File: src/gpio_pkg.sv
// shared constants and types for the dual parallel port block
package gpio_pkg;
   localparam int          PA_WIDTH      = 8;
   localparam int          PB_WIDTH      = 4;
   localparam int          ADDR_WIDTH    = 3;
   localparam int          DATA_WIDTH    = 8;
   // register offsets
   localparam logic [2:0]  PA_LATCH_ADDR = 3'h0;
   localparam logic [2:0]  PB_LATCH_ADDR = 3'h1;
   localparam logic [2:0]  PA_DIR_ADDR   = 3'h4;
   localparam logic [2:0]  PB_DIR_ADDR   = 3'h5;
   // field positions
   localparam int          CLK_OUT_BIT   = 7;
   localparam int          KEY_LO        = 1;
   localparam int          KEY_HI        = 6;
   localparam int          TCH_PIN       = 2;
   localparam int          TIMER_EXTERNAL_CLOCK_PIN_PIN      = 3;
   localparam int          MCLK_PIN      = 0;
   // channel edge/level select value that leaves the pin to the port
   localparam logic [1:0]  ELS_PORT      = 2'h0;
   // prescale selection that picks the external timer clock pin
   localparam logic [2:0]  PS_EXT_CLK    = 3'h7;
   // reset values
   localparam logic [7:0]  PA_DIR_RST    = 8'h00;
   localparam logic [3:0]  PB_DIR_RST    = 4'h0;
   localparam logic [7:0]  DATA_ZERO     = 8'h00;

   typedef struct packed {
      logic [ADDR_WIDTH-1:0] addr;
      logic [DATA_WIDTH-1:0] wdata;
      logic                  wr;
      logic                  rd;
   } reg_req_t;

   typedef struct packed {
      logic [PB_WIDTH-1:0] o;
      logic [PB_WIDTH-1:0] oe;
   } pb_drive_t;
endpackage

File: src/pin_sync.sv
// two flip-flop synchroniser for a group of pin inputs
module pin_sync #(
   parameter int W = 8
) (
   input  wire logic         core_clk,
   input  wire logic         rst_b,
   input  wire logic [W-1:0] pin_in,
   output logic      [W-1:0] pin_sync
);
   logic [W-1:0] meta_r;

   always_ff @(posedge core_clk or negedge rst_b) begin
      if (!rst_b) begin
         meta_r   <= '0;
         pin_sync <= '0;
      end else begin
         meta_r   <= pin_in;
         pin_sync <= meta_r;
      end
   end
endmodule

File: src/dual_parallel_io_ports.sv
// two bidirectional parallel ports with keypad, timer and clock-out overrides
// Operation
// RULE1 - port a: eight pins, latch and direction
// RULE2 - port b: four pins, latch and direction
// RULE3 - port a direction one drives pin
// RULE4 - reset clears port a direction bits
// RULE5 - reset keeps port a latch contents
// RULE6 - port a read: latch if output, else pin
// RULE7 - port a latch writes always accepted
// RULE8 - latch write never alters input level
// RULE9 - keypad enable forces port a input
// RULE10 - pullups on only for keypad pins
// RULE11 - software loads latch before enabling output
// RULE12 - port b direction one drives pin
// RULE13 - reset clears port b direction bits
// RULE14 - reset keeps port b latch contents
// RULE15 - direction bit seven drives bus clock out
// RULE16 - pin two serves timer channel zero
// RULE17 - pin three feeds timer external clock
// RULE18 - software loads port b latch first
// RULE19 - port b read: latch if output, else pin
// RULE20 - direction reads return written bits, zeros
//
// The implementer's own choice: the strobed register port.
module dual_parallel_io_ports #(
   parameter int PA_W = gpio_pkg::PA_WIDTH,
   parameter int PB_W = gpio_pkg::PB_WIDTH
) (
   input  wire logic                  core_clk,
   input  wire logic                  rst_b,
   input  wire gpio_pkg::reg_req_t    reg_req,
   output logic [7:0]                 reg_rdata,
   input  wire logic [PA_W-1:0]       port_a_pin_in,
   output logic [PA_W-1:0]            port_a_pin_out,
   output logic [PA_W-1:0]            port_a_pin_oe,
   output logic [PA_W-1:0]            port_a_pullup_en,
   input  wire logic [PB_W-1:0]       port_b_pin_in,
   output logic [PB_W-1:0]            port_b_pin_out,
   output logic [PB_W-1:0]            port_b_pin_oe,
   input  wire logic [6:1]            keypad_pin_enable,
   input  wire logic [1:0]            channel_edge_level_select,
   input  wire logic                  timer_channel_out,
   output logic                       timer_channel_zero_pin,
   input  wire logic [2:0]            timer_prescale_select,
   output logic                       timer_external_clock_pin,
   input  wire logic                  bus_clock
);
   ////////////////////////////////////////////////////////////////////////
   // storage
   logic [PA_W-1:0] port_a_latch_r;
   logic [PA_W-1:0] port_a_dir_r;
   logic [PB_W-1:0] port_b_latch_r;
   logic [PB_W-1:0] port_b_dir_r;
   logic            bus_clock_out_enable_r;
   logic [PA_W-1:0] pa_sync;
   logic [PB_W-1:0] pb_sync;
   logic [PA_W-1:0] key_en;
   logic            tch_claim;
   logic            timer_external_clock_pin_claim;
   logic            wr_pa;
   logic            wr_pb;
   logic            wr_pa_dir;
   logic            wr_pb_dir;
   logic [7:0]      rdata_nxt;
   gpio_pkg::pb_drive_t pb_drv;

   always_comb begin
      key_en = '0;
      key_en[gpio_pkg::KEY_HI:gpio_pkg::KEY_LO] = keypad_pin_enable;
   end

   assign wr_pa     = reg_req.wr && reg_req.addr == gpio_pkg::PA_LATCH_ADDR;
   assign wr_pb     = reg_req.wr && reg_req.addr == gpio_pkg::PB_LATCH_ADDR;
   assign wr_pa_dir = reg_req.wr && reg_req.addr == gpio_pkg::PA_DIR_ADDR;
   assign wr_pb_dir = reg_req.wr && reg_req.addr == gpio_pkg::PB_DIR_ADDR;

   ////////////////////////////////////////////////////////////////////////
   // data latches have no reset: their contents survive a reset
   // RULE1 RULE7 port a latch
   // RULE5 no reset term
   always_ff @(posedge core_clk) begin
      if (wr_pa) begin
         port_a_latch_r <= reg_req.wdata[PA_W-1:0];
      end
   end

   // RULE2 port b latch
   // RULE14 RULE18 no reset, always written
   always_ff @(posedge core_clk) begin
      if (wr_pb) begin
         port_b_latch_r <= reg_req.wdata[PB_W-1:0];
      end
   end

   // RULE4 clears port a direction
   always_ff @(posedge core_clk or negedge rst_b) begin
      if (!rst_b) begin
         port_a_dir_r <= gpio_pkg::PA_DIR_RST;
      end else if (wr_pa_dir) begin
         port_a_dir_r <= reg_req.wdata[PA_W-1:0];
      end
   end

   // RULE13 RULE15 clears port b direction and clock out
   always_ff @(posedge core_clk or negedge rst_b) begin
      if (!rst_b) begin
         port_b_dir_r           <= gpio_pkg::PB_DIR_RST;
         bus_clock_out_enable_r <= 1'b0;
      end else if (wr_pb_dir) begin
         port_b_dir_r           <= reg_req.wdata[PB_W-1:0];
         bus_clock_out_enable_r <= reg_req.wdata[gpio_pkg::CLK_OUT_BIT];
      end
   end

   ////////////////////////////////////////////////////////////////////////
   // pin inputs cross from the board
   pin_sync #(.W(PA_W)) u_sync_a (
      .core_clk (core_clk),
      .rst_b    (rst_b),
      .pin_in   (port_a_pin_in),
      .pin_sync (pa_sync)
   );

   pin_sync #(.W(PB_W)) u_sync_b (
      .core_clk (core_clk),
      .rst_b    (rst_b),
      .pin_in   (port_b_pin_in),
      .pin_sync (pb_sync)
   );

   ////////////////////////////////////////////////////////////////////////
   // pin drive
   // RULE3 RULE9 keypad use overrides the direction bit
   // RULE8 latch only reaches a pin that is driven
   assign port_a_pin_out = port_a_latch_r;
   assign port_a_pin_oe  = port_a_dir_r & ~key_en;
   // RULE10 pullups follow keypad enables
   assign port_a_pullup_en = key_en;

   // RULE16 timer claims pin two
   assign tch_claim  = channel_edge_level_select != gpio_pkg::ELS_PORT;
   // RULE17 timer clock claims pin three
   assign timer_external_clock_pin_claim = timer_prescale_select == gpio_pkg::PS_EXT_CLK;

   always_comb begin
      // RULE12 direction enables output buffer
      pb_drv.o  = port_b_latch_r;
      pb_drv.oe = port_b_dir_r;
      // RULE16 channel drives only when compare direction is set
      if (tch_claim) begin
         pb_drv.o[gpio_pkg::TCH_PIN]  = timer_channel_out;
      end
      // RULE17 clock pin is input while the timer takes it
      if (timer_external_clock_pin_claim) begin
         pb_drv.oe[gpio_pkg::TIMER_EXTERNAL_CLOCK_PIN_PIN] = 1'b0;
      end
      // RULE15 bus clock overrides pin zero
      if (bus_clock_out_enable_r) begin
         pb_drv.o[gpio_pkg::MCLK_PIN]  = bus_clock;
         pb_drv.oe[gpio_pkg::MCLK_PIN] = 1'b1;
      end
   end

   assign port_b_pin_out = pb_drv.o;
   assign port_b_pin_oe  = pb_drv.oe;
   assign timer_channel_zero_pin   = pb_sync[gpio_pkg::TCH_PIN];
   assign timer_external_clock_pin = pb_sync[gpio_pkg::TIMER_EXTERNAL_CLOCK_PIN_PIN];

   ////////////////////////////////////////////////////////////////////////
   // read path, data one cycle after the strobe
   always_comb begin
      rdata_nxt = gpio_pkg::DATA_ZERO;
      if (reg_req.addr == gpio_pkg::PA_LATCH_ADDR) begin
         // RULE6 latch for outputs, pin for inputs
         rdata_nxt[PA_W-1:0] = (port_a_dir_r & port_a_latch_r) | (~port_a_dir_r & pa_sync);
      end else if (reg_req.addr == gpio_pkg::PB_LATCH_ADDR) begin
         // RULE19 latch for outputs, pin for inputs
         rdata_nxt[PB_W-1:0] = (port_b_dir_r & port_b_latch_r) | (~port_b_dir_r & pb_sync);
      end else if (reg_req.addr == gpio_pkg::PA_DIR_ADDR) begin
         // RULE20 direction readback
         rdata_nxt[PA_W-1:0] = port_a_dir_r;
      end else if (reg_req.addr == gpio_pkg::PB_DIR_ADDR) begin
         // RULE20 unused bits read zero
         rdata_nxt[PB_W-1:0] = port_b_dir_r;
         rdata_nxt[gpio_pkg::CLK_OUT_BIT] = bus_clock_out_enable_r;
      end
   end

   // read data holds only in the cycle after a read, zero otherwise
   always_ff @(posedge core_clk or negedge rst_b) begin
      if (!rst_b) begin
         reg_rdata <= gpio_pkg::DATA_ZERO;
      end else if (reg_req.rd) begin
         reg_rdata <= rdata_nxt;
      end else begin
         reg_rdata <= gpio_pkg::DATA_ZERO;
      end
   end
endmodule

File: config.mk
export PLATFORM = sky130hd
export DESIGN_NAME = dual_parallel_io_ports
export DESIGN_NICKNAME = d
export VERILOG_FILES = /design/src/gpio_pkg.sv /design/src/pin_sync.sv /design/src/dual_parallel_io_ports.sv
export SDC_FILE = /design/constraint.sdc
export NUM_CORES = 1
export LEC_CHECK = 0
export BUFFER_PORTS_ARGS = -buffer_cell sky130_fd_sc_hd__buf_2
export CORE_MARGIN = 1
export CORE_UTILIZATION = 44
export DETAILED_ROUTE_END_ITERATION = 10
export HOLD_SLACK_MARGIN = 0.15
export MAX_ROUTING_LAYER = met4
export PLACE_DENSITY = 0.75
export SYNTH_ARGS = -nofsm -noshare
export SYNTH_HDL_FRONTEND = slang
export SYNTH_SLANG_ARGS = --single-unit
File: constraint.sdc
create_clock -name core_clk -period 1.15 [get_ports core_clk]
set_input_delay 0.0575 -clock core_clk [delete_from_list [all_inputs] [get_ports core_clk]]
set_output_delay 0.0575 -clock core_clk [all_outputs]
set_load 0.1 [all_outputs]
==> out/results.tsv <==
stage	metric	value	unit
setup_path	Critical Path Max Stage Delay	0.41	ns
yosys	Primary FF master, synth	dfrtp_1	
drt	DRT iter0 DRCs	64	
clocking	clock latency on the worst-skew pair	0.34	ns
clocking	CTS root buf	clkbuf_8	
yosys	register area share after synthesis	66.6	%
yosys	synth warn	0	
cells_and_area	Finished Core Util	78.0	%
status	failing checks	setup timing	
clocking	CTS tree	done	
setup_path	reg-to-reg critical path startpoint	port_b_dir_r[3]	
yosys	most numerous cell in the Yosys netlist	dfrtp_1	
yosys	top post-synthesis cells by count	45 x dfrtp_1, 16 x buf_4, 16 x mux2_2, 12 x edfxtp_1, 8 x mux2i_1	
drt	WL final	5.93	mm
timing	Sum Neg Setup Slack	-0.495	ns
cells_and_area	Filler Cells Inserted	259	
drt	Via Count	1697	
yosys	Mean Syn Cell Area	15.0	sq um
grt	GR Overflow Total	0	
pwr	PD cells	1770	mW/mm^2
placed_design	# port buffers	79	
worst_hold_path	worst min path class	primary input to flip-flop	
pwr	maximum vdd drop	1320	uV
status	status	finished, violations left	
drt	Post-DRT Antenna Nets	0	
setup_path	critical path required time	1.09	ns
cells_and_area	nets	313	
cells_and_area	Final Cell Area	0.00373	sq mm
timing	final hold viol count	0	
grt	initial antenna violation count	0	
setup_path	worst path cell trace	mux2_4 > buf_12	
timing	Worst Slack Setup Final	-0.160	ns
clocking	clk sink count	57	
drt	Vias/cell	4.92	
worst_hold_path	WHS Endpoint	reg_rdata[7]	
drt	DRC viols	0	
yosys	number of flops mapped to enable cells by yosys	12	
placed_design	dpl cell area	0.00308	sq mm
cells_and_area	n_diodes	0	
drt	TritonRoute pass-1 iters	4	
placed_design	cell total after placement	294	
cells_and_area	count of non-filler cells in the finished layout	345	
setup_path	Data arrival, critical path	1.25	ns
setup_path	RR Endpoint	reg_rdata[3]	
floorplanning	CORE AREA	0.00479	sq mm
grt	vias in the first global route	1780	
timing	Final setup viols	8	
yosys	Post-synth ARST share	78.9	%
timing	period utilisation layout	114	%
setup_path	startpoint types	flip-flop	
pwr	Leakage	1.70	nW
grt	largest net degree at the start of global routing	46	
timing	Final Skew	0.00874	ns
worst_hold_path	hold depth	4	
setup_path	largest fanout on the critical path	3	
clocking	Max clock buf depth	2	
floorplanning	Placement Rows	25	
setup_path	CP max-delay cell	dfrtp_1	
cells_and_area	share of layout cells above drive strength 1	56.5	%
setup_path	Crit Path Category	flip-flop to primary output	
clocking	CTS H-Tree Depth	3	
setup_path	flop2flop setup slack	-0.04	ns
timing	achievable frequency	763	MHz
yosys	Yosys reg bits	57	
setup_path	Buf/Inv on CP	1	
clocking	cts bufs inserted	9	
placed_design	Placer Congestion	0.805	
yosys	Distinct cells, synth	29	
yosys	top post-synthesis cells by area	dfrtp_1 50%, edfxtp_1 16%, mux2_2 8.1%	
drt	Avg WL per Cell	17.2	microns
yosys	cells after synthesis	149	
floorplanning	Die Y	73.2	microns
floorplanning	area of the die	0.00536	sq mm
yosys	Synth top area share	50.5	%
setup_path	delay-heaviest family, CP	flip-flops	
yosys	Mapped Area	0.00223	sq mm
clocking	clock transition at the registers of the reported paths	0.06	ns
cells_and_area	Layout Area Growth over Synthesis	67.3	%
setup_path	Crit. End Element	primary output	
timing	max-slew violations	0	
yosys	cell taking the most area after synthesis	dfrtp_1	
placed_design	DP Wirelength	3.48	mm
worst_hold_path	Min-Delay Startpoint	reg_req[12]	
floorplanning	num ports	82	
timing	minimum clock period	1.31	ns
grt	global-route wire length before repair	8.83	mm
timing	RSZ-0062 raised after global routing	true	
run	max cap viols	0	
grt	Global Route Usage Sum	24.4	%
floorplanning	Starting Density	46.6	%
setup_path	worst-case reg-to-reg path depth	5	
floorplanning	die extent in x	73.2	microns
## layout make-up
type	instances	area [sq um]	share of cell area, %
Tap cell	67	83.8	2.25
Multi-Input combinational cell	73	723	19.4
Timing Repair Buffer	131	1230	33.1
Clock inverter	3	40.0	1.07
Clock buffer	13	159	4.26
Sequential cell	57	1490	39.9
Inverter	1	3.75	0.101
## placed cells by master, fill, tap and decap left out, types with 3 or more instances in the layout
master and n:
clkbuf_4 7, dlygate4sd3_1 23, mux2i_1 7, buf_12 23, a21oi_1 3, o21ai_1 3, a22o_1 3, buf_4 28
buf_6 5, buf_2 45, dfrtp_1 44, nor2_1 6, mux2_2 14, nor2b_4 6, nor3b_1 3, clkbuf_8 11
edfxtp_1 12
## logic make-up after synthesis
kind of cell,count (synthesis),share of synthesized area (%)
mux,24,11.7
compound gates,17,6.11
other cells,1,0.168
flops,57,66.6
buf+inv,20,6.79
simple gates,30,8.64
## timing repair
action / CTS / global route
hold endpoints to repair: 84 / 0
setup buffers: 9 / 3
hold buffers: 23 / 0
gates resized for setup: 22 / 16
setup endpoints to repair: 18 / 24
pin swaps: 0 / 5
## worst max path at each step
stage	from	to	slack, ns	cells past startpoint
after floorplan	port_a_pin_out[2]	reg_rdata[2]	-0.46	3
after global placement	reg_req[12]	port_b_latch_r[1]	0.01	4
after detailed placement	reg_req[11]	port_a_dir_r[7]	-0.02	4
after CTS	bus_clock_out_enable_r	port_b_pin_out[0]	-0.16	2
after global routing	bus_clock_out_enable_r	port_b_pin_out[0]	-0.18	2
final	bus_clock_out_enable_r	port_b_pin_out[0]	-0.16	2
## per-stage QoR
step	hold WS, ns	total power [W]	setup WS (ns)
2_1_floorplan	-0.238	0.00380	-0.465
3_3_place_gp	0.0488	0.00439	0.00974
3_5_place_dp	0.0506	0.00444	-0.0194
4_1_cts	0.185	0.00650	-0.165
5_1_grt	0.205	0.00680	-0.180
6_report	0.193	0.00662	-0.160
## where the power goes
group / total, W / internal (W) / switching, W / leakage (nW)
Sequential: 0.00239 / 0.00224 / 0.000150 / 0.652
Combinational: 0.00237 / 0.000948 / 0.00142 / 0.948
Clock: 0.00185 / 0.00111 / 0.000739 / 0.103
Total: 0.00662 / 0.00430 / 0.00231 / 1.70
## layer usage
layer,wire [microns],GRT usage (%)
met1,2330,26.7
met2,3230,40.4
met3,258,7.87
met4,110,10.9
met5,0,-
## worst register-to-register path: cells and delay by family, from the launching register on
family,cells,cell delay (ns)
AO/OA/AOI/OAI,2,0.24
buffers and inverters,2,0.28
flip-flops,1,0.40
multiplexers,1,0.14
## sequential cells by signal, indices dropped and copies added, names as in the netlist
register	count
port_a_dir_r	8
bus_clock_out_enable_r	1
u_sync_a.pin_sync	8
port_b_dir_r	4
u_sync_b.pin_sync	4
port_a_pin_out	8
u_sync_a.meta_r	8
reg_rdata	8
u_sync_b.meta_r	4
port_b_latch_r	4
No activity file was read; power rests on OpenSTA's default activity.
